==> src/hdl/port_strap_consts.svh <==
`ifndef PORT_STRAP_CONSTS_SVH
`define PORT_STRAP_CONSTS_SVH

// ==========================================================================
// Register port geometry
`define PSC_ADDR_W          8
`define PSC_DATA_W          32

// ==========================================================================
// Register byte offsets
`define PSC_REG_CONFIG      8'h00
`define PSC_REG_PRESENCE    8'h04
`define PSC_REG_L1_CTRL     8'h08
`define PSC_REG_LINK_STATUS 8'h0C

// ==========================================================================
// Field positions of the configuration register
`define PSC_CFG_VC1         0
`define PSC_CFG_RXPOL_DIS   1
`define PSC_CFG_PL_LARGE    2
`define PSC_CFG_SLOT_CLK    3
`define PSC_CFG_SEL         4
`define PSC_CFG_SLOT_LSB    8
`define PSC_CFG_MPS_LSB     12

// ==========================================================================
// Field positions of the link status register
`define PSC_ST_PIN_LSB      0
`define PSC_ST_L1_LSB       4
`define PSC_ST_REFCLK_LSB   8
`define PSC_ST_PLL_LSB      12

// ==========================================================================
// Max payload capability encodings
`define PSC_MPS_256         3'h1
`define PSC_MPS_512         3'h2
`define PSC_MPS_W           3

// ==========================================================================
// Reset value and port counts
`define PSC_L1_CTRL_RESET   4'h0
`define PSC_PORTS           4
`define PSC_DS_PORTS        3

// ==========================================================================
// PLL settle time after the reference clock returns
`define PSC_CLOCK_NS        4
`define PSC_PLL_SETTLE_NS   200
`define PSC_PLL_SETTLE_CYC  ((`PSC_PLL_SETTLE_NS + `PSC_CLOCK_NS - 1) / `PSC_CLOCK_NS)
`define PSC_CNT_W           8

`endif

==> src/hdl/port_strap_pkg.sv <==
package port_strap_pkg;

  // ========================================================================
  // Captured strap values
  typedef struct packed {
    logic       vc1;
    logic       rx_pol_dis;
    logic       pl_large;
    logic       slot_clk;
    logic [2:0] slot_wired;
    logic       sel;
  } strap_t;

  // ========================================================================
  // Per port clock request sequencer
  typedef enum logic [1:0] {
    CR_ACTIVE,
    CR_RELEASE,
    CR_L1,
    CR_EXIT
  } clkreq_state_t;

  typedef struct packed {
    clkreq_state_t st;
    logic [7:0]    cnt;
    logic          pin_out;
    logic          pin_oe;
    logic          refclk_en;
    logic          pll_en;
    logic          in_l1;
  } clkreq_reg_t;

  // ========================================================================
  // Dual-use pin group
  typedef struct packed {
    logic [3:0] pin_out;
    logic [3:0] pin_oe;
  } dual_pin_t;

  // ========================================================================
  // Main block state
  typedef struct packed {
    strap_t      straps;
    logic        vc1_en;
    logic        vc0_shared;
    logic        rxpol_det_en;
    logic [2:0]  mps_code;
    logic [2:0]  present;
    logic        slot_refclk;
    logic [2:0]  slot_conn;
    logic [3:0]  l1_ctrl;
    logic [31:0] rdata;
  } cfg_reg_t;

endpackage

==> src/hdl/clkreq_port.sv <==
`timescale 1ns/1ns
`default_nettype none
`include "port_strap_consts.svh"

module clkreq_port (
  input  wire logic clock,
  input  wire logic reset_n,
  input  wire logic status_mode,
  input  wire logic status_bit,
  input  wire logic l1_request,
  input  wire logic pin_in,
  output logic      pin_out,
  output logic      pin_oe,
  output logic      refclk_en,
  output logic      pll_en,
  output logic      in_l1
);

  port_strap_pkg::clkreq_reg_t s_q;
  port_strap_pkg::clkreq_reg_t s_d;

  localparam logic [`PSC_CNT_W-1:0] SETTLE = `PSC_CNT_W'(`PSC_PLL_SETTLE_CYC);

  // ========================================================================
  // Sequencer
  always_comb begin
    s_d = s_q;
    if (!reset_n) begin
      s_d.st        = port_strap_pkg::CR_ACTIVE;
      s_d.cnt       = '0;
      s_d.pin_out   = 1'b0;
      s_d.pin_oe    = 1'b0;
      s_d.refclk_en = 1'b1;
      s_d.pll_en    = 1'b1;
      s_d.in_l1     = 1'b0;
    end else if (status_mode) begin
      // Pin is a plain push-pull status output; clocks stay on
      s_d.st        = port_strap_pkg::CR_ACTIVE;
      s_d.pin_out   = status_bit;
      s_d.pin_oe    = 1'b1;
      s_d.refclk_en = 1'b1;
      s_d.pll_en    = 1'b1;
      s_d.in_l1     = 1'b0;
    end else begin
      // Clock request is open drain and active low
      s_d.pin_out = 1'b0;
      case (s_q.st)
        port_strap_pkg::CR_ACTIVE: begin
          s_d.pin_oe = 1'b1;
          if (l1_request) begin
            s_d.st     = port_strap_pkg::CR_RELEASE;
            s_d.pin_oe = 1'b0;
          end
        end
        port_strap_pkg::CR_RELEASE: begin
          if (!l1_request) begin
            s_d.st     = port_strap_pkg::CR_ACTIVE;
            s_d.pin_oe = 1'b1;
          end else if (pin_in) begin
            s_d.st        = port_strap_pkg::CR_L1;
            s_d.refclk_en = 1'b0;
            s_d.pll_en    = 1'b0;
            s_d.in_l1     = 1'b1;
          end
        end
        port_strap_pkg::CR_L1: begin
          if (!pin_in || !l1_request) begin
            s_d.st        = port_strap_pkg::CR_EXIT;
            s_d.pin_oe    = 1'b1;
            s_d.refclk_en = 1'b1;
            s_d.cnt       = SETTLE;
          end
        end
        port_strap_pkg::CR_EXIT: begin
          if (s_q.cnt <= `PSC_CNT_W'(1)) begin
            s_d.st     = port_strap_pkg::CR_ACTIVE;
            s_d.cnt    = '0;
            s_d.pll_en = 1'b1;
            s_d.in_l1  = 1'b0;
          end else begin
            s_d.cnt = s_q.cnt - `PSC_CNT_W'(1);
          end
        end
        default: begin
          s_d.st = port_strap_pkg::CR_ACTIVE;
        end
      endcase
    end
  end

  always_ff @(posedge clock) begin
    s_q <= s_d;
  end

  assign pin_out   = s_q.pin_out;
  assign pin_oe    = s_q.pin_oe;
  assign refclk_en = s_q.refclk_en;
  assign pll_en    = s_q.pll_en;
  assign in_l1     = s_q.in_l1;

endmodule

`default_nettype wire

==> src/hdl/port_strap_config.sv <==
`timescale 1ns/1ns
`default_nettype none
`include "port_strap_consts.svh"

module port_strap_config (
  input  wire logic                   clock,
  input  wire logic                   reset_n,
  // Strap inputs
  input  wire logic                   vc1_strap,
  input  wire logic                   rx_polarity_detect_disable,
  input  wire logic                   max_payload_large_select,
  input  wire logic [2:0]             downstream_presence_n,
  input  wire logic                   common_slot_refclk,
  input  wire logic [2:0]             slot_implemented_per_port,
  input  wire logic                   substate_or_status_select,
  // Core side
  input  wire logic [3:0]             port_state_indicator,
  input  wire logic [3:0]             core_l1_request,
  // Dual-use pins
  input  wire logic [3:0]             dual_pin_in,
  output logic [3:0]                  dual_pin_out,
  output logic [3:0]                  dual_pin_oe,
  // Applied settings
  output logic                        vc1_enable,
  output logic                        vc0_uses_vc1_buffers,
  output logic                        rx_polarity_detect_enable,
  output logic [2:0]                  max_payload_code,
  output logic [2:0]                  device_present,
  output logic                        slot_uses_platform_refclk,
  output logic [2:0]                  slot_connected,
  output logic                        status_mode,
  output logic [3:0]                  refclk_enable,
  output logic [3:0]                  pll_enable,
  output logic [3:0]                  l1_substate,
  // Register port
  input  wire logic [`PSC_ADDR_W-1:0] reg_addr,
  input  wire logic [`PSC_DATA_W-1:0] reg_wdata,
  input  wire logic                   reg_write,
  input  wire logic                   reg_read,
  output logic [`PSC_DATA_W-1:0]      reg_rdata
);

  port_strap_pkg::cfg_reg_t  c_q;
  port_strap_pkg::cfg_reg_t  c_d;
  port_strap_pkg::dual_pin_t pins;
  logic [3:0]                l1_req;

  // ========================================================================
  // Register read decode
  function automatic logic [`PSC_DATA_W-1:0] read_mux(
    input logic [`PSC_ADDR_W-1:0] addr,
    input port_strap_pkg::cfg_reg_t c,
    input logic [3:0] pin_lvl,
    input logic [3:0] l1s,
    input logic [3:0] rce,
    input logic [3:0] plle
  );
    logic [`PSC_DATA_W-1:0] v;
    v = '0;
    case (addr)
      `PSC_REG_CONFIG: begin
        v[`PSC_CFG_VC1]       = c.straps.vc1;
        v[`PSC_CFG_RXPOL_DIS] = c.straps.rx_pol_dis;
        v[`PSC_CFG_PL_LARGE]  = c.straps.pl_large;
        v[`PSC_CFG_SLOT_CLK]  = c.straps.slot_clk;
        v[`PSC_CFG_SEL]       = c.straps.sel;
        v[`PSC_CFG_SLOT_LSB +: `PSC_DS_PORTS] = c.straps.slot_wired;
        v[`PSC_CFG_MPS_LSB +: `PSC_MPS_W] = c.mps_code;
      end
      `PSC_REG_PRESENCE: begin
        v[`PSC_DS_PORTS-1:0] = c.present;
      end
      `PSC_REG_L1_CTRL: begin
        v[`PSC_PORTS-1:0] = c.l1_ctrl;
      end
      `PSC_REG_LINK_STATUS: begin
        v[`PSC_ST_PIN_LSB +: `PSC_PORTS]    = pin_lvl;
        v[`PSC_ST_L1_LSB +: `PSC_PORTS]     = l1s;
        v[`PSC_ST_REFCLK_LSB +: `PSC_PORTS] = rce;
        v[`PSC_ST_PLL_LSB +: `PSC_PORTS]    = plle;
      end
      default: begin
        v = '0;
      end
    endcase
    return v;
  endfunction

  // ========================================================================
  // Strap capture, setting decode and register file
  always_comb begin
    c_d = c_q;
    if (!reset_n) begin
      // Straps follow the pins for as long as reset is held
      c_d.straps.vc1        = vc1_strap;
      c_d.straps.rx_pol_dis = rx_polarity_detect_disable;
      c_d.straps.pl_large   = max_payload_large_select;
      c_d.straps.slot_clk   = common_slot_refclk;
      c_d.straps.slot_wired = slot_implemented_per_port;
      c_d.straps.sel        = substate_or_status_select;
      c_d.l1_ctrl           = `PSC_L1_CTRL_RESET;
      c_d.rdata             = '0;
    end else begin
      if (reg_write && reg_addr == `PSC_REG_L1_CTRL) begin
        c_d.l1_ctrl = reg_wdata[`PSC_PORTS-1:0];
      end
      c_d.rdata = reg_read ? read_mux(reg_addr, c_q, dual_pin_in, l1_substate,
                                      refclk_enable, pll_enable) : '0;
    end
    // Settings derive from the held strap copy, except presence, which follows its pins
    c_d.vc1_en       = c_d.straps.vc1;
    c_d.vc0_shared   = !c_d.straps.vc1;
    c_d.rxpol_det_en = !c_d.straps.rx_pol_dis;
    c_d.mps_code     = c_d.straps.pl_large ? `PSC_MPS_512 : `PSC_MPS_256;
    c_d.present      = ~downstream_presence_n;
    c_d.slot_refclk  = c_d.straps.slot_clk;
    c_d.slot_conn    = c_d.straps.slot_wired;
  end

  always_ff @(posedge clock) begin
    c_q <= c_d;
  end

  // ========================================================================
  // Dual-use pin sequencers, one per port
  genvar gi;
  generate
    for (gi = 0; gi < `PSC_PORTS; gi++) begin : g_port
      assign l1_req[gi] = c_q.l1_ctrl[gi] & core_l1_request[gi];

      clkreq_port u_clkreq (
        .clock       (clock),
        .reset_n     (reset_n),
        .status_mode (c_q.straps.sel),
        .status_bit  (port_state_indicator[gi]),
        .l1_request  (l1_req[gi]),
        .pin_in      (dual_pin_in[gi]),
        .pin_out     (pins.pin_out[gi]),
        .pin_oe      (pins.pin_oe[gi]),
        .refclk_en   (refclk_enable[gi]),
        .pll_en      (pll_enable[gi]),
        .in_l1       (l1_substate[gi])
      );
    end
  endgenerate

  // ========================================================================
  // Outputs
  assign dual_pin_out              = pins.pin_out;
  assign dual_pin_oe               = pins.pin_oe;
  assign vc1_enable                = c_q.vc1_en;
  assign vc0_uses_vc1_buffers      = c_q.vc0_shared;
  assign rx_polarity_detect_enable = c_q.rxpol_det_en;
  assign max_payload_code          = c_q.mps_code;
  assign device_present            = c_q.present;
  assign slot_uses_platform_refclk = c_q.slot_refclk;
  assign slot_connected            = c_q.slot_conn;
  assign status_mode               = c_q.straps.sel;
  assign reg_rdata                 = c_q.rdata;

endmodule

`default_nettype wire

==> config.mk <==
export PLATFORM = sky130hd
export DESIGN_NAME = port_strap_config
export DESIGN_NICKNAME = d
export VERILOG_FILES = /design/src/hdl/port_strap_pkg.sv /design/src/hdl/clkreq_port.sv /design/src/hdl/port_strap_config.sv
export VERILOG_INCLUDE_DIRS = /design/src /design/src/hdl
export SDC_FILE = /design/constraint.sdc
export NUM_CORES = 1
export LEC_CHECK = 0
export ABC_AREA = 1
export BUFFER_PORTS_ARGS = -buffer_cell sky130_fd_sc_hd__buf_4
export CORE_MARGIN = 2
export CORE_UTILIZATION = 30
export CTS_BUF_LIST = sky130_fd_sc_hd__clkbuf_16
export CTS_CLUSTER_DIAMETER = 100
export DETAILED_ROUTE_END_ITERATION = 10
export PLACE_DENSITY = 0.5
export REMOVE_ABC_BUFFERS = 1
export SLEW_MARGIN = 20
export SYNTH_ARGS = -nofsm -noshare
export SYNTH_HDL_FRONTEND = slang
export SYNTH_SLANG_ARGS = --single-unit
==> constraint.sdc <==
create_clock -name clock -period 1.68 [get_ports clock]
set_input_delay 0.504 -clock clock [delete_from_list [all_inputs] [get_ports clock]]
set_output_delay 0.504 -clock clock [all_outputs]
set_load 0.01 [all_outputs]
# Yosys cells after proc, flatten, opt, wreduce, memory -nomap -nowiden
# Index checks and enable logic that the tools add are counted.
# Widths: inputs -> output; s select.
dict set report classes {
  shift 0
  n_div 0
  add_sub_neg 4
  n_eq_ne 47
  multipliers 0
  mux 79
  order_cmp 4
  n_reduce_logical 60
  bitwise 7
}
# operator count
set op_table {}
lappend op_table {{$pmux 8 s2} 4}
lappend op_table {{$mux 2} 25}
lappend op_table {{$reduce_and 4->1} 12}
lappend op_table {{$mux 10} 4}
lappend op_table {{$mux 8} 5}
lappend op_table {{$le 8x1->1 const B} 4}
lappend op_table {{$ne 2x1->1 const B} 16}
lappend op_table {{$pmux 2 s4} 4}
lappend op_table {{$sub 8x1->8 const B} 4}
lappend op_table {{$reduce_and 3->1} 9}
lappend op_table {{$mux 3} 8}
lappend op_table {{$ne 3x3->1 const B} 8}
lappend op_table {{$reduce_bool 2->1} 12}
lappend op_table {{$eq 2x2->1 const B} 8}
lappend op_table {{$eq 8x4->1 const B} 2}
lappend op_table {{$mux 4} 4}
lappend op_table {{$pmux 2 s2} 4}
lappend op_table {{$reduce_bool 4->1} 4}
lappend op_table {{$pmux 1 s3} 5}
lappend op_table {{$ne 3x2->1 const B} 4}
lappend op_table {{$pmux 3 s2} 2}
lappend op_table {{$pmux 3 s4} 1}
lappend op_table {{$logic_not 1->1} 10}
lappend op_table {{$pmux 1 s2} 5}
lappend op_table {{13 further kinds} 37}
dict set report word_totals {
  latchBits 0
  ff_bits 111
  mem_count 0
  output_inout_bits 66
  word_cells 243
  ram_bits 0
  mem_bits_ro 0
}

# Longest topological paths before layout
dict set report logic_depth {
  word_depth 6
  mapped_depth 11
}

# Modules after synthesis
# Synthesis repeated with hierarchy kept, for this count alone.
dict set report unflattened {
  cells_unflattened 762
  area_unflattened_um2 5340.1
}
# mod area_each_um2 n_inst seq_area_each_um2 cells_each
set modules_own_cells {}
lappend modules_own_cells {{clkreq_port (g_port[0].u_clkreq ...)} 923.4 3 300.3 141}
lappend modules_own_cells {port_strap_config 1662.8 1 730.7 202}
lappend modules_own_cells {{clkreq_port (g_port[3].u_clkreq)} 907.1 1 300.3 137}

# Least setup slack after synthesis
# OpenSTA, ideal clock, no wires.
dict set report synth_path {
  kind {flip-flop to flip-flop}
  from {register g_port[0].u_clkreq.s_q[13] in the netlist's numbering}
  to {register g_port[0].u_clkreq.s_q[11] in the netlist's numbering}
  stages_incl_launch_ff 10
  path_slack_ps 230
  path_buffers 1
  arrival_time_ps 1332
  synth_period_minus_slack_ps 1450
  setup_time_ps 118
  path_cell_list {dfxtp_1 inv_1 ha_1 nor2_2 nor2_4 nand2_4 inv_2 buf_6 a21oi_1 nor3_2}
}
dict set report synth_between {
  elab_chain_len 3
  elab_cells_between_ends 6
  classes_between {3 x eq/ne; 1 x mux; 2 x reduce/logical}
}
# element line_no
set synth_lines {}
lappend synth_lines {{from (decl)} clkreq_port.sv:19} ;# port_strap_pkg::clkreq_reg_t s_q;
lappend synth_lines {{from (signal assigned)} clkreq_port.sv:92} ;# s_q <= s_d;
lappend synth_lines {{$eq 2x2->1} clkreq_port.sv:47} ;# case (s_q.st)
lappend synth_lines {{$ne 2x1->1 (no line) / $reduce_bool 2->1 (equally long branches)} -}
lappend synth_lines {{$reduce_and 3->1 (no line)} -}
# Parallel ways exist; a longest one is shown, timed or not.
# A chain may end at the register's enable or synchronous reset.

# Final worst setup path
dict set report layout_path {
  from {register c_q, in the netlist status_mode}
  to {output port status_mode}
}
# element line_no
set layout_rtl {}
lappend layout_rtl {{from (decl)} port_strap_config.sv:43} ;# port_strap_pkg::cfg_reg_t c_q;
lappend layout_rtl {{from (signal assigned)} port_strap_config.sv:121} ;# c_q <= c_d;
lappend layout_rtl {{to (decl)} port_strap_config.sv:31} ;# output logic status_mode,
# No word-level cell between the ends.

==> reports/metrics.cfg <==
[clocking]
cts_inserted_buffers = 9
clk_latency_ns = 0.35
cts_tree = built
path_clk_slew_ns = 0.07
hold_buffers = 0
clkSinkCount = 94
clockBufferDepth = 2
ctsResizeCount = 0
cts-root-buf = clkbuf_16
cts_htree_levels = 3
cts_setup_buffers = 0

[global_routing]
grt_pass1_vias = 4260
use_met1_pct = 19.34
antenna_found_initial = 0
busiest_layer = met2
use_met2_pct = 22.19
grt_pass1_wl_mm = 21.10
track_usage_pct = 14.50
overflow = 0
met3_usage_pct = 4.176
grt_max_degree = 17

[place]
port_buffers = 87
dpl_cell_area_um2 = 6010
pre_cts_ws_ns = 0.02313
place_inst = 1018
hpwlAfterDp_mm = 9.937
globalplace.congestion = 0.8560

[run_status]
status = complete, no violations

[critical_path]
worstRegToRegCells = 9
path_class = flip-flop to output port
critPathMaxStageDelay_ns = 0.38
setup.worst_path.start_class = flip-flop
end_kind = output port
reg2reg_slack_ns = 0.14
cp_data_required_time_ns = 1.18
crit_path_cell_trace = buf_4 > buf_4
crit_top_cell = buf_4
crit_slowest_cell = edfxtp_1
r2r_start = g_port[1].u_clkreq.s_q[13]
worstPathMaxFanout = 6
cp.arrival_ns = 1.09
rr_endpoint = g_port[1].u_clkreq.s_q[5]

[sta]
clock_skew_ns = 0.007897
setup_violations = 0
rsz0062_at_grt = false
setup_ws_ns = 0.08362
final-hold-violation-count = 0
slew_violations = 0
tns_ns = 0
fin_crit_ns = 1.596
period_share_pct = 95.02
hold_slack_ns = 0.2887
fmax_ghz = 0.6264

[power_and_ir_drop]
pwr_density_cell_nw_per_um2 = 788.4
pwr-share-comb_pct = 6.3
p_sw_share_pct = 22.59
p_seq_share_pct = 45.9
p_leak_nw = 3.042
fin_total_pwr_mw = 5.025
pwr-share-clk_pct = 47.8
switching_power_mw = 1.135
power.internal_mw = 3.890
max-vdd-ir-drop_uv = 537.2

[hold_path]
holdCritStartpoint = downstream_presence_n[2]
whs_path_depth = 2
min_to = device_present[2]
hp-class = input pin to flip-flop

[flow_run]
max_cap_viol_count = 0

[routing]
finalWirelength_mm = 12.66
post-route-drc-count = 0
wl_per_cell_um = 12.24
drt_iter0_markers = 225
ant_nets = 0
viasPerCell = 4.227
drt_first_pass_iters = 4
via_count = 4371

[synthesis]
yosysSeqAreaShare_pct = 36.69
ys_seq_elements = 94
syn_avg_cell_area_um2 = 7.252
synth_cell_types = 37
synth_warnings = 0
synth_edf_count = 5
synth_ff_type = dfxtp_1
synth_cells = 726
syn-cell-area_um2 = 5265
ys_async_sr_fraction_pct = 0

[die]
start_util_pct = 30.55
die_x_um = 136.5
coreArea_um2 = 17240
dieArea_um2 = 18630
io_pins = 133
row_count = 48
die_height_um = 136.5

[cells_and_area]
syn2layout_area_growth_pct = 21.06
final_area_um2 = 6374
num-nets-final = 899
final_cell_count_no_fill = 1034
antennaDiodeCount = 0
fin_util_pct = 36.98
drive_gt1_share_pct = 24.72

[flip-flops by register name, indices dropped and copies added, names as in the netlist, 2 cells and up, named ones only]
register                   count
g_port.u_clkreq.pll_en         4
g_port.u_clkreq.refclk_en      4
g_port.u_clkreq.s_q           36
device_present                 3
g_port.u_clkreq.pin_out        4
slot_connected                 3
g_port.u_clkreq.pin_oe         4
reg_rdata                     16
max_payload_code               2
c_q                            5
g_port.u_clkreq.in_l1          4
[worst max-delay path, delay by kind of cell (launching register included)]
kind                   cells  cell delay (ns)
DFF                        1             0.38
buffers and inverters      2             0.35
[power by group through the flow]
stage	Sequential [mW]	Clock (mW)	Combinational, mW
after floorplan	2.37	0	0.0985
after global placement	2.36	0	0.322
after detailed placement	2.36	0	0.322
after CTS	2.31	2.47	0.323
after global routing	2.31	2.55	0.352
final	2.31	2.40	0.317
[cell usage after synthesis, drive strengths merged, types with 4 or more instances]
cell	number	area (um2)
nand2	156	643.1
nor2	115	479.2
inv	103	391.6
dfxtp	89	1782
buf	67	495.5
nand3	54	285.3
a21oi	36	225.2
ha	28	350.3
o21ai	28	151.4
nor3	13	91.34
nand4	9	56.30
xor2	7	61.31
edfxtp	5	150.1
a31oi	4	25.02
or2	4	25.02
[placed cells by master, fill, tap and decap left out, types with 5 or more instances in the layout]
| master | n |
|---|---|
| nand2_4 | 5 |
| ha_1 | 27 |
| nand2_2 | 10 |
| nand3_1 | 51 |
| dfxtp_1 | 87 |
| conb_1 | 17 |
| o21ai_0 | 22 |
| nor3_1 | 8 |
| nor2_1 | 102 |
| clkbuf_16 | 9 |
| edfxtp_1 | 5 |
| inv_1 | 89 |
| a21oi_1 | 30 |
| buf_4 | 117 |
| nor2_2 | 9 |
| inv_2 | 12 |
| nand4_1 | 9 |
| xor2_1 | 7 |
| nand2_1 | 141 |
[layer usage]
| metal | up-vias | share of wire (%) |
|---|---|---|
| li1 | 2355 | - |
| met1 | 1895 | 48 |
| met2 | 105 | 43 |
| met3 | 16 | 7.1 |
| met4 | 0 | 1.8 |
| met5 | - | 0 |
[area by class of cell]
cell class	instances	area, um2
Clock inverter	7	118.9
Timing Repair Buffer	118	898.4
Fill cell	1834	10860
Multi-Input combinational cell	477	2520
Clock buffer	9	225.2
Inverter	104	395.4
Sequential cell	94	1934
Tap cell	225	281.5
[how the worst max path moves through the flow]
stage	slack, ns	cells after the start	from	endpoint
2_1_floorplan	0.20	9	g_port[0].u_clkreq.s_q[13]	g_port[0].u_clkreq.s_q[11]
3_3_place_gp	0.02	9	reg_addr[1]	reg_rdata[8]
3_5_place_dp	0.02	9	reg_addr[1]	reg_rdata[8]
4_1_cts	0.05	2	status_mode	status_mode
5_1_grt	0.01	8	g_port[1].u_clkreq.s_q[13]	g_port[1].u_clkreq.s_q[9]
6_report	0.08	2	status_mode	status_mode
[kinds of logic (layout without fill, tap and decap cells)]
| logic type | count (synthesis) | in the layout | synth area share [%] |
|---|---|---|---|
| simple gates | 352 | 352 | 30.16 |
| buf+inv | 171 | 238 | 16.92 |
| flops | 94 | 94 | 36.69 |
| compound gates | 73 | 73 | 8.341 |
| fa+ha+maj | 28 | 28 | 6.654 |
| xor+xnor | 7 | 7 | 1.164 |
| other cells | 1 | 17 | 0.07122 |
Note: power is estimated with default switching activity, not from simulation.
